<file path="src/sync_unit_pkg.sv">
// Shared constants, register map and types of the bus synchronization unit.
package sync_unit_pkg;
	// Register byte addresses.
	localparam logic [31:0] STATUS_ADDR = 32'hffff_0780;
	localparam logic [31:0] CTRL0_ADDR = 32'hffff_0784;
	localparam logic [31:0] CTRL1_ADDR = 32'hffff_078c;
	localparam logic [31:0] BIT_TIMER_ADDR = 32'hffff_0790;
	localparam logic [31:0] BREAK_TIMER_ADDR = 32'hffff_0794;
	localparam logic [31:0] SYNC_CMP_ADDR = 32'hffff_0798;
	localparam logic [31:0] BREAK_CMP_ADDR = 32'hffff_079c;
	// Status bit positions.
	localparam int ST_BREAK = 0;
	localparam int ST_START = 1;
	localparam int ST_STOP = 2;
	localparam int ST_CMP = 3;
	localparam int ST_BRK_ERR = 4;
	localparam int ST_RST_DONE = 5;
	localparam int ST_RISE = 6;
	// Control zero bit positions.
	localparam int C0_SOFT_RESET = 0;
	localparam int C0_EDGE_CLEAR = 1;
	localparam int C0_ENABLE = 2;
	localparam int C0_START_IE = 3;
	localparam int C0_STOP_IE = 4;
	localparam int C0_CMP_IE = 5;
	localparam int C0_MODE = 6;
	localparam int C0_STOP_RISING = 7;
	// Control one fields.
	localparam int C1_START_LSB = 0;
	localparam int C1_STOP_LSB = 4;
	// Reset values.
	localparam logic [7:0] STATUS_RESET = 8'h00;
	localparam logic [7:0] CTRL0_RESET = 8'h00;
	localparam logic [7:0] CTRL1_RESET = 8'h32;
	localparam logic [15:0] SYNC_CMP_RESET = 16'h0000;
	localparam logic [11:0] BREAK_CMP_RESET = 12'h200;
	// Self-clearing control bits hold for this long.
	localparam int CLK_PERIOD_NS = 25;
	localparam int SETTLE_TIME_NS = 15000;
	localparam int SETTLE_CYCLES = (SETTLE_TIME_NS + CLK_PERIOD_NS - 1) / CLK_PERIOD_NS;
	localparam int BREAK_TIMER_W = 12;
	typedef enum logic [1:0] {WAIT_START, TIMING, HELD} sync_state_type;
endpackage : sync_unit_pkg

</file>
<file path="src/bus_edge_if.sv">
// Carrier for the settled bus level and its edge pulses.
`timescale 1ns/100ps
interface bus_edge_if;
	logic level;
	logic rise;
	logic fall;
	modport source (output level, output rise, output fall);
	modport sink (input level, input rise, input fall);
endinterface : bus_edge_if

</file>
<file path="src/bus_sync_unit.sv">
// Bus synchronization unit: break, start, stop and edge timing with register access.
//
// Contract
// Bit-serial mode flags rising edges in bit 6.
// Reading status clears every defined flag.
// Completed soft reset sets status bit 5.
// Break timer overflow sets bit 4, interrupts.
// Bit timer equals compare sets bit 3.
// Stop condition sets status bit 2.
// Start condition sets status bit 1.
// Break timer reaching compare sets bit 0.
// Control zero bit 6 selects bit-serial mode.
// Control zero bit 5 enables compare interrupt.
// Control zero bit 4 enables stop interrupt.
// Control zero bit 3 enables start interrupt.
// Control zero bit 2 enables whole unit.
// Edge clear bit clears counters, self-clears later.
// Soft reset bit restores defaults, self-clears later.
// Software waits for bus release before switching.
// Control one high nibble sets stop edge.
// Control one low nibble sets start edge.
// Break falling edge counts as edge one.
// Flags always set; interrupt only when enabled. The break error interrupts with no enable.
//
// Strobed register access is this design's own decision.
`timescale 1ns/100ps
module bus_sync_unit
	import sync_unit_pkg::*;
#(
	parameter int TIMER_W = 16
) (
	// Clock and reset
	input wire logic clk_in,
	input wire logic reset_in,
	// Register port
	input wire logic [31:0] addr_in,
	input wire logic [31:0] wdata_in,
	input wire logic write_in,
	input wire logic read_in,
	output logic [31:0] rdata_out,
	// Bus receive pin from the transceiver
	input wire logic bus_rx_in,
	// Interrupt request
	output logic irq_out
);
	import sync_unit_pkg::*;

	initial begin
		if (TIMER_W < 4 || TIMER_W > 32) $error("TIMER_W out of range");
	end

	////////////////////////////////////////////////////////////////////////////////
	bus_edge_if edge_bus ();
	logic rst_busy, rst_done, clr_busy;
	logic rst_start, clr_start;
	bus_pin_sync u_pin (
		.clk_in(clk_in),
		.reset_in(reset_in),
		.pin_in(bus_rx_in),
		.edge_out(edge_bus.source)
	);
	settle_timer #(.CYCLES(SETTLE_CYCLES)) u_reset_hold (
		.clk_in(clk_in),
		.reset_in(reset_in),
		.start_in(rst_start),
		.busy_out(rst_busy),
		.done_out(rst_done)
	);
	settle_timer #(.CYCLES(SETTLE_CYCLES)) u_clear_hold (
		.clk_in(clk_in),
		.reset_in(reset_in),
		.start_in(clr_start),
		.busy_out(clr_busy),
		.done_out()
	);

	////////////////////////////////////////////////////////////////////////////////
	logic [7:0] ctrl0_r, ctrl1_r, status_r, status_set;
	logic [TIMER_W-1:0] sync_cmp_r, bit_timer_r;
	logic [BREAK_TIMER_W-1:0] break_cmp_r, break_timer_r;
	logic [3:0] fall_cnt_r, rise_cnt_r, fall_cnt_nxt, stop_cnt_nxt;
	sync_state_type state_r;
	logic enable, mode_bs, stop_rising;
	logic wr_ctrl0, wr_ctrl1, rd_status;
	logic brk_valid, brk_overflow, start_hit, stop_hit, cmp_hit;

	function automatic logic hit(input logic [31:0] a, input logic [31:0] target);
		hit = (a == target);
	endfunction : hit

	assign wr_ctrl0 = write_in && hit(addr_in, CTRL0_ADDR);
	assign wr_ctrl1 = write_in && hit(addr_in, CTRL1_ADDR);
	assign rd_status = read_in && hit(addr_in, STATUS_ADDR);
	assign enable = ctrl0_r[C0_ENABLE];
	// mode select
	assign mode_bs = ctrl0_r[C0_MODE];
	assign stop_rising = ctrl0_r[C0_STOP_RISING];
	// soft reset launch
	assign rst_start = wr_ctrl0 && wdata_in[C0_SOFT_RESET] && !rst_busy;
	// edge clear launch
	assign clr_start = wr_ctrl0 && wdata_in[C0_EDGE_CLEAR] && !clr_busy && !rst_busy;

	////////////////////////////////////////////////////////////////////////////////
	// Software writes are ignored while the soft reset holds the unit at its defaults.
	always_ff @(posedge clk_in or posedge reset_in) begin
		if (reset_in) begin
			ctrl0_r <= CTRL0_RESET;
			ctrl1_r <= CTRL1_RESET;
			sync_cmp_r <= TIMER_W'(SYNC_CMP_RESET);
			break_cmp_r <= BREAK_CMP_RESET;
		end else if (rst_busy) begin
			// defaults held
			ctrl0_r <= CTRL0_RESET;
			ctrl1_r <= CTRL1_RESET;
			sync_cmp_r <= TIMER_W'(SYNC_CMP_RESET);
			break_cmp_r <= BREAK_CMP_RESET;
		end else begin
			if (wr_ctrl0 && !wdata_in[C0_SOFT_RESET]) begin
				ctrl0_r <= {wdata_in[7:2], 2'b00};
			end
			if (wr_ctrl1) begin
				ctrl1_r <= wdata_in[7:0];
			end
			if (write_in && hit(addr_in, SYNC_CMP_ADDR)) begin
				sync_cmp_r <= wdata_in[TIMER_W-1:0];
			end
			if (write_in && hit(addr_in, BREAK_CMP_ADDR)) begin
				break_cmp_r <= wdata_in[BREAK_TIMER_W-1:0];
			end
		end
	end

	////////////////////////////////////////////////////////////////////////////////
	// Break timer counts core cycles while the bus is low and saturates at its top.
	assign brk_valid = enable && !edge_bus.level
		&& (break_timer_r + BREAK_TIMER_W'(1) == break_cmp_r);
	// Fires once, on the step into the top count, so a long break flags a single error.
	assign brk_overflow = enable && !edge_bus.level
		&& (break_timer_r == {{(BREAK_TIMER_W-1){1'b1}}, 1'b0});
	always_ff @(posedge clk_in or posedge reset_in) begin
		if (reset_in) begin
			break_timer_r <= '0;
		end else if (rst_busy || !enable || edge_bus.level) begin
			// unit disabled
			break_timer_r <= '0;
		end else if (!(&break_timer_r)) begin
			break_timer_r <= break_timer_r + BREAK_TIMER_W'(1);
		end
	end

	////////////////////////////////////////////////////////////////////////////////
	// Edge counters saturate so a noisy bus cannot wrap them into a false match.
	assign fall_cnt_nxt = (&fall_cnt_r) ? fall_cnt_r : fall_cnt_r + 4'h1;
	assign stop_cnt_nxt = stop_rising
		? ((&rise_cnt_r) ? rise_cnt_r : rise_cnt_r + 4'h1) : fall_cnt_nxt;
	// start edge match
	assign start_hit = enable && state_r == WAIT_START && edge_bus.fall
		&& fall_cnt_nxt == ctrl1_r[C1_START_LSB +: 4];
	// stop edge match
	assign stop_hit = enable && state_r == TIMING
		&& (stop_rising ? edge_bus.rise : edge_bus.fall)
		&& stop_cnt_nxt == ctrl1_r[C1_STOP_LSB +: 4];
	assign cmp_hit = enable && state_r == TIMING && bit_timer_r == sync_cmp_r;

	always_ff @(posedge clk_in or posedge reset_in) begin
		if (reset_in) begin
			fall_cnt_r <= 4'h0;
			rise_cnt_r <= 4'h0;
		end else if (rst_busy || clr_busy || clr_start || !enable) begin
			// counters cleared
			fall_cnt_r <= 4'h0;
			rise_cnt_r <= 4'h0;
		end else if (brk_valid) begin
			// break edge is one
			fall_cnt_r <= 4'h1;
			rise_cnt_r <= 4'h0;
		end else begin
			if (edge_bus.fall) begin
				fall_cnt_r <= fall_cnt_nxt;
			end
			if (edge_bus.rise && !(&rise_cnt_r)) begin
				rise_cnt_r <= rise_cnt_r + 4'h1;
			end
		end
	end

	////////////////////////////////////////////////////////////////////////////////
	// The bit timer holds its stopped value until a valid break or soft reset zeroes it, or a start edge rearms it.
	always_ff @(posedge clk_in or posedge reset_in) begin
		if (reset_in) begin
			state_r <= WAIT_START;
			bit_timer_r <= '0;
		end else if (rst_busy || clr_busy || !enable || brk_valid) begin
			state_r <= WAIT_START;
			if (rst_busy || brk_valid) begin
				bit_timer_r <= '0;
			end
		end else begin
			unique case (state_r)
				WAIT_START: begin
					if (start_hit) begin
						state_r <= TIMING;
						bit_timer_r <= '0;
					end
				end
				TIMING: begin
					if (stop_hit) begin
						state_r <= HELD;
					end else if (!(&bit_timer_r)) begin
						bit_timer_r <= bit_timer_r + TIMER_W'(1);
					end
				end
				HELD: begin
					state_r <= HELD;
				end
			endcase
		end
	end

	////////////////////////////////////////////////////////////////////////////////
	// Events set flags regardless of the interrupt enables; a set beats a read clear.
	always_comb begin
		status_set = 8'h00;
		// valid break
		status_set[ST_BREAK] = brk_valid;
		// start condition
		status_set[ST_START] = start_hit;
		// stop condition
		status_set[ST_STOP] = stop_hit;
		// compare match
		status_set[ST_CMP] = cmp_hit;
		// break overflow
		status_set[ST_BRK_ERR] = brk_overflow;
		// reset complete
		status_set[ST_RST_DONE] = rst_done;
		// rising edge, bit-serial only
		status_set[ST_RISE] = enable && mode_bs && edge_bus.rise;
	end

	always_ff @(posedge clk_in or posedge reset_in) begin
		if (reset_in) begin
			status_r <= STATUS_RESET;
		end else if (rst_busy) begin
			status_r <= STATUS_RESET;
		end else begin
			// clear on read
			status_r <= (rd_status ? 8'h00 : status_r) | status_set;
		end
	end

	// shared interrupt, gated except break error
	assign irq_out = status_r[ST_BRK_ERR]
		// compare interrupt enable
		|| (status_r[ST_CMP] && ctrl0_r[C0_CMP_IE])
		// stop interrupt enable
		|| (status_r[ST_STOP] && ctrl0_r[C0_STOP_IE])
		// start interrupt enable
		|| (status_r[ST_START] && ctrl0_r[C0_START_IE]);

	////////////////////////////////////////////////////////////////////////////////
	// Read data stand for exactly one cycle after the strobe; unmapped reads give zero.
	always_ff @(posedge clk_in or posedge reset_in) begin
		if (reset_in) begin
			rdata_out <= 32'h0000_0000;
		end else if (!read_in) begin
			rdata_out <= 32'h0000_0000;
		end else begin
			unique case (addr_in)
				STATUS_ADDR: rdata_out <= {24'h00_0000, 1'b0, status_r[6:0]};
				CTRL0_ADDR: rdata_out <= {24'h00_0000, ctrl0_r[7:2], clr_busy, rst_busy};
				CTRL1_ADDR: rdata_out <= {24'h00_0000, ctrl1_r};
				BIT_TIMER_ADDR: rdata_out <= 32'(bit_timer_r);
				BREAK_TIMER_ADDR: rdata_out <= 32'(break_timer_r);
				SYNC_CMP_ADDR: rdata_out <= 32'(sync_cmp_r);
				BREAK_CMP_ADDR: rdata_out <= 32'(break_cmp_r);
				default: rdata_out <= 32'h0000_0000;
			endcase
		end
	end
endmodule : bus_sync_unit

</file>
<file path="src/bus_pin_sync.sv">
// Three-stage pin synchroniser producing settled level and edge pulses.
`timescale 1ns/100ps
module bus_pin_sync (
	// Clock and reset
	input wire logic clk_in,
	input wire logic reset_in,
	// Bus pin and settled view
	input wire logic pin_in,
	bus_edge_if.source edge_out
);
	logic s1_r, s2_r, s3_r, level_r, rise_r, fall_r;
	always_ff @(posedge clk_in or posedge reset_in) begin
		if (reset_in) begin
			s1_r <= 1'b1;
			s2_r <= 1'b1;
			s3_r <= 1'b1;
		end else begin
			s1_r <= pin_in;
			s2_r <= s1_r;
			s3_r <= s2_r;
		end
	end
	// A change is accepted only once the last two stages agree.
	always_ff @(posedge clk_in or posedge reset_in) begin
		if (reset_in) begin
			level_r <= 1'b1;
			rise_r <= 1'b0;
			fall_r <= 1'b0;
		end else begin
			rise_r <= (s2_r == s3_r) && s3_r && !level_r;
			fall_r <= (s2_r == s3_r) && !s3_r && level_r;
			if (s2_r == s3_r) begin
				level_r <= s3_r;
			end
		end
	end
	assign edge_out.level = level_r;
	assign edge_out.rise = rise_r;
	assign edge_out.fall = fall_r;
endmodule : bus_pin_sync

</file>
<file path="src/settle_timer.sv">
// One-shot hold timer for self-clearing control bits.
`timescale 1ns/100ps
module settle_timer #(
	parameter int CYCLES = 600
) (
	// Clock and reset
	input wire logic clk_in,
	input wire logic reset_in,
	// Control
	input wire logic start_in,
	output logic busy_out,
	output logic done_out
);
	localparam int CW = $clog2(CYCLES + 1);
	logic [CW-1:0] count_r;
	logic done_r;
	initial begin
		if (CYCLES < 1) $error("settle_timer needs at least one cycle");
	end
	always_ff @(posedge clk_in or posedge reset_in) begin
		if (reset_in) begin
			count_r <= '0;
			done_r <= 1'b0;
		end else begin
			done_r <= (count_r == CW'(1));
			if (count_r != '0) begin
				count_r <= count_r - CW'(1);
			end else if (start_in) begin
				count_r <= CW'(CYCLES);
			end
		end
	end
	assign busy_out = (count_r != '0);
	assign done_out = done_r;
endmodule : settle_timer

</file>
<file path="config.mk">
export PLATFORM = sky130hd
export DESIGN_NAME = bus_sync_unit
export DESIGN_NICKNAME = d
export VERILOG_FILES = /design/src/sync_unit_pkg.sv /design/src/bus_edge_if.sv /design/src/bus_sync_unit.sv /design/src/bus_pin_sync.sv /design/src/settle_timer.sv
export SDC_FILE = /design/constraint.sdc
export NUM_CORES = 1
export LEC_CHECK = 0
export ABC_AREA = 0
export CORE_MARGIN = 1.5
export CORE_UTILIZATION = 44
export CTS_BUF_LIST = sky130_fd_sc_hd__clkbuf_4 sky130_fd_sc_hd__clkbuf_8
export DETAILED_ROUTE_END_ITERATION = 10
export DONT_BUFFER_PORTS = 1
export PLACE_DENSITY_LB_ADDON = 0.3
export SLEW_MARGIN = 15
export SYNTH_ARGS = -nofsm -noshare
export SYNTH_HDL_FRONTEND = slang
export SYNTH_SLANG_ARGS = --single-unit
export TNS_END_PERCENT = 20
</file>
<file path="constraint.sdc">
create_clock -name clk_in -period 3.3 [get_ports clk_in]
set_input_delay 0.165 -clock clk_in [delete_from_list [all_inputs] [get_ports clk_in]]
set_output_delay 0.165 -clock clk_in [all_outputs]
set_load 0.005 [all_outputs]
</file>
==> impl_metrics.py <==
metrics = {
    "job": {
        "drv_cap": 0,
    },
    "sta": {
        "setup_viol": 0,
        "rsz0062_at_grt": "false",
        "maxSlewHeadroom_pct": 32.0,
        "period_needed_ns": 3.09,
        "fin_skew_ns": 0.0114,
        "timing.hold.ws_ns": 0.0258,
        "min_period_over_period_pct": 93.7,
        "setup_slack_ns": 0.206,
        "report.final.slew_viol_count": 0,
        "worstMarginPinSlew_ns": 1.02,
        "fmax_ghz": 0.323,
        "finalSetupTns_ns": 0,
        "final-hold-violation-count": 0,
    },
    "worst_hold_path": {
        "holdCritStartpoint": "wdata_in[0]",
        "hp-class": "in -> reg",
        "min_path_cells": 4,
        "hold_end": "sync_cmp_r[0]",
    },
    "floorplan": {
        "die_h_um": 134,
        "initial_utilization_pct": 45.3,
        "floorplan.rows": 47,
        "design.portCount": 102,
        "die_w_um": 134,
        "dieArea_sq_mm": 0.0179,
        "coreArea_sq_mm": 0.0166,
    },
    "clock_network": {
        "cts_tree": "done",
        "clkTransAtPathRegs_ns": 0.07,
        "postCtsSetupBuffers": 0,
        "clock_sinks": 130,
        "h-tree-depth": 4,
        "root_buffer": "clkbuf_8",
        "clock_latency_ns": 0.45,
        "numCtsBuffers": 17,
        "clock_path_buffers": 2,
    },
    "power_and_ir_drop": {
        "totalPowerFinal_mw": 2.99,
        "seq_power_share_pct": 53.8,
        "internal-power_mw": 2.27,
        "power_leakage_nw": 3.45,
        "vdd_drop_max_mv": 0.239,
        "combPwrFrac_pct": 3.1,
        "swShare_pct": 23.9,
        "power.density_mw_per_mm2": 358,
        "clkPwrFrac_pct": 43.1,
        "power_switching_mw": 0.714,
    },
    "critical_path": {
        "crit_family": "compound AO/OA/AOI/OAI gates",
        "cp_max_fo": 16,
        "slowest_delay_ns": 0.47,
        "cp.arrival_ns": 3.46,
        "critPathKind": "reg -> reg",
        "critPathLaunchType": "flip-flop",
        "r2r_start": "fall_cnt_r[1]",
        "cp.required_ns": 3.67,
        "reg2regPathDepth": 9,
        "r2r_slack_ns": 0.21,
        "r2r_end": "bit_timer_r[6]",
        "cp-end-kind": "flip-flop",
        "worst-path-buf-inv": 1,
        "crit_chain": "ha_1 > and4b_1 > xnor2_1 > a2111o_1 > o2111ai_1 > o311ai_2 > buf_4 > or4_1 > a21oi_1",
        "cp_slowest_cell": "or4_1",
    },
    "final_layout": {
        "area_growth_pct": 10.5,
        "final_common_cell": "dfrtp_1",
        "antennaDiodeCount": 0,
        "fin_nets": 935,
        "mostFrequentLayoutCells": "122 x dfrtp_1, 83 x a21oi_1, 82 x nand2_1, 65 x nor2_1, 65 x nand3_1",
        "stdcell_area_sq_mm": 0.00834,
        "drive_gt1_share_pct": 9.84,
    },
    "synth": {
        "avgSynthCellArea_sq_um": 8.96,
        "synthFlopType": "dfrtp_1",
        "syn_area_sq_mm": 0.00754,
        "ys_async_sr_fraction_pct": 100,
        "synth_edf_count": 0,
        "synth_seq_area_share_pct": 43.3,
        "yosys_warnings": 0,
        "ys_ff_latch": 130,
        "syn_inst": 842,
        "synth_cell_types": 66,
    },
    "routing": {
        "vias_per_cell": 5.88,
        "drt_first_pass_iters": 8,
        "num_vias": 6373,
        "drc": 0,
        "wl_per_cell_um": 18.9,
        "routed_wirelength_um": 20400,
        "drt_iter0_drc": 615,
        "postRouteAntennaNets": 0,
    },
    "placement": {
        "place_area_sq_mm": 0.00776,
        "place_hpwl_um": 14400,
        "place_ws_ns": 0.245,
        "port_buffers": 0,
        "gp_congestion": 0.882,
    },
    "grt": {
        "grt.met1_usage_pct": 32.0,
        "grt_remaining_overflow": 0,
        "grt_pass1_wl_um": 33100,
        "grt_max_degree": 61,
        "grt_usage_pct": 23.7,
        "use_met2_pct": 37.3,
        "grt_use_met3_pct": 6.08,
        "grt_busiest_layer": "met2",
        "grt_pass1_vias": 6137,
        "antenna_found_initial": 0,
    },
    "run_status": {
        "status": "completed",
    },
}
-- cells in the mapped netlist (13+ instances only) --
cell type  instances  area, sq um
nand2_1           82          308
xnor2_1           22          193
buf_4             16          120
mux2i_1           17          170
clkbuf_1          46          173
a21oi_1           83          415
nand4_1           13         81.3
ha_1              15          188
dfrtp_1          122         3050
o21ai_0           29          145
nand3_1           65          325
inv_1             20         75.1
a22oi_1           15          113
xor2_1            28          245
nor3_1            26          130
nor2_1            65          244
-- power by group through the flow --
stage	clock, mW	sequential, mW	combinational (mW)
2_1_floorplan	0	1.63	0.0767
3_3_place_gp	0	1.64	0.0636
3_5_place_dp	0	1.64	0.0642
4_1_cts	1.31	1.61	0.0958
5_1_grt	1.38	1.61	0.106
6_report	1.29	1.61	0.0939
-- per-stage QoR --
stage	utilization (%)	instances
global route	50.1	1084
finish	50.1	1084
CTS	50.0	1084
global placement	46.6	1032
floorplan	-	857
detailed placement	46.6	1032
-- final cells by class --
type                       count  area (sq um)
tap                          220           275
fill                        1608          8310
sequential                   130          3260
clock buffer                  21           277
inverter                      20          78.8
timing repair buffer          46           408
clock inverter                11          88.8
multi-input combinational    636          3950
-- worst max-delay path by stage --
stage / endpoint / slack (ns) / start / depth (start not counted)
after floorplan: bit_timer_r[5] / 0.44 / u_clear_hold.count_r[0] / 10
after global placement: bit_timer_r[14] / 0.29 / u_clear_hold.count_r[0] / 9
after detailed placement: bit_timer_r[8] / 0.24 / u_clear_hold.count_r[0] / 9
after CTS: bit_timer_r[8] / 0.22 / u_clear_hold.count_r[0] / 9
after global routing: bit_timer_r[6] / 0.02 / fall_cnt_r[1] / 9
final: bit_timer_r[6] / 0.21 / fall_cnt_r[1] / 9
-- flip-flops by register name, summed over array words and instances, names as in the netlist, 2 cells and up --
signal	count
status_r	7
rdata_out	16
state_r	2
ctrl0_r	6
u_reset_hold.count_r	10
fall_cnt_r	4
bit_timer_r	16
sync_cmp_r	16
ctrl1_r	8
u_clear_hold.count_r	10
break_cmp_r	12
rise_cnt_r	4
break_timer_r	12
-- timing repair --
action / in CTS / in global routing
hold buffers: 20 / 0
setup endpoints to repair: 0 / 1
endpoints found under the hold margin: 79 / 0
resized for setup: 0 / 2
-- worst register-to-register path, cell delays in order (launching register included) --
cell and delay [ns]:
dfrtp_1 0.44, ha_1 0.33, and4b_1 0.26, xnor2_1 0.13
a2111o_1 0.46, o2111ai_1 0.37, o311ai_2 0.18, buf_4 0.22
or4_1 0.47, a21oi_1 0.15
-- metal layers --
| metal | routed length [um] | vias up | share of wire [%] |
|---|---|---|---|
| met5 | 0 | - | 0 |
| met4 | 409 | 0 | 2.0 |
| met3 | 1280 | 26 | 6.3 |
| met2 | 9500 | 221 | 46 |
| met1 | 9260 | 3103 | 45 |
| li1 | - | 3023 | - |
-- logic make-up after synthesis --
family                   synth area share (%)
AO/OA/AOI/OAI                            15.6
adder cells (fa/ha/maj)                  2.49
other                                  0.0497
buffers and inverters                    5.46
XOR/XNOR                                 7.00
AND/OR/NAND/NOR                          22.4
multiplexers                             3.75
flip-flops                               43.3
Power figures use the tool's default switching activity.
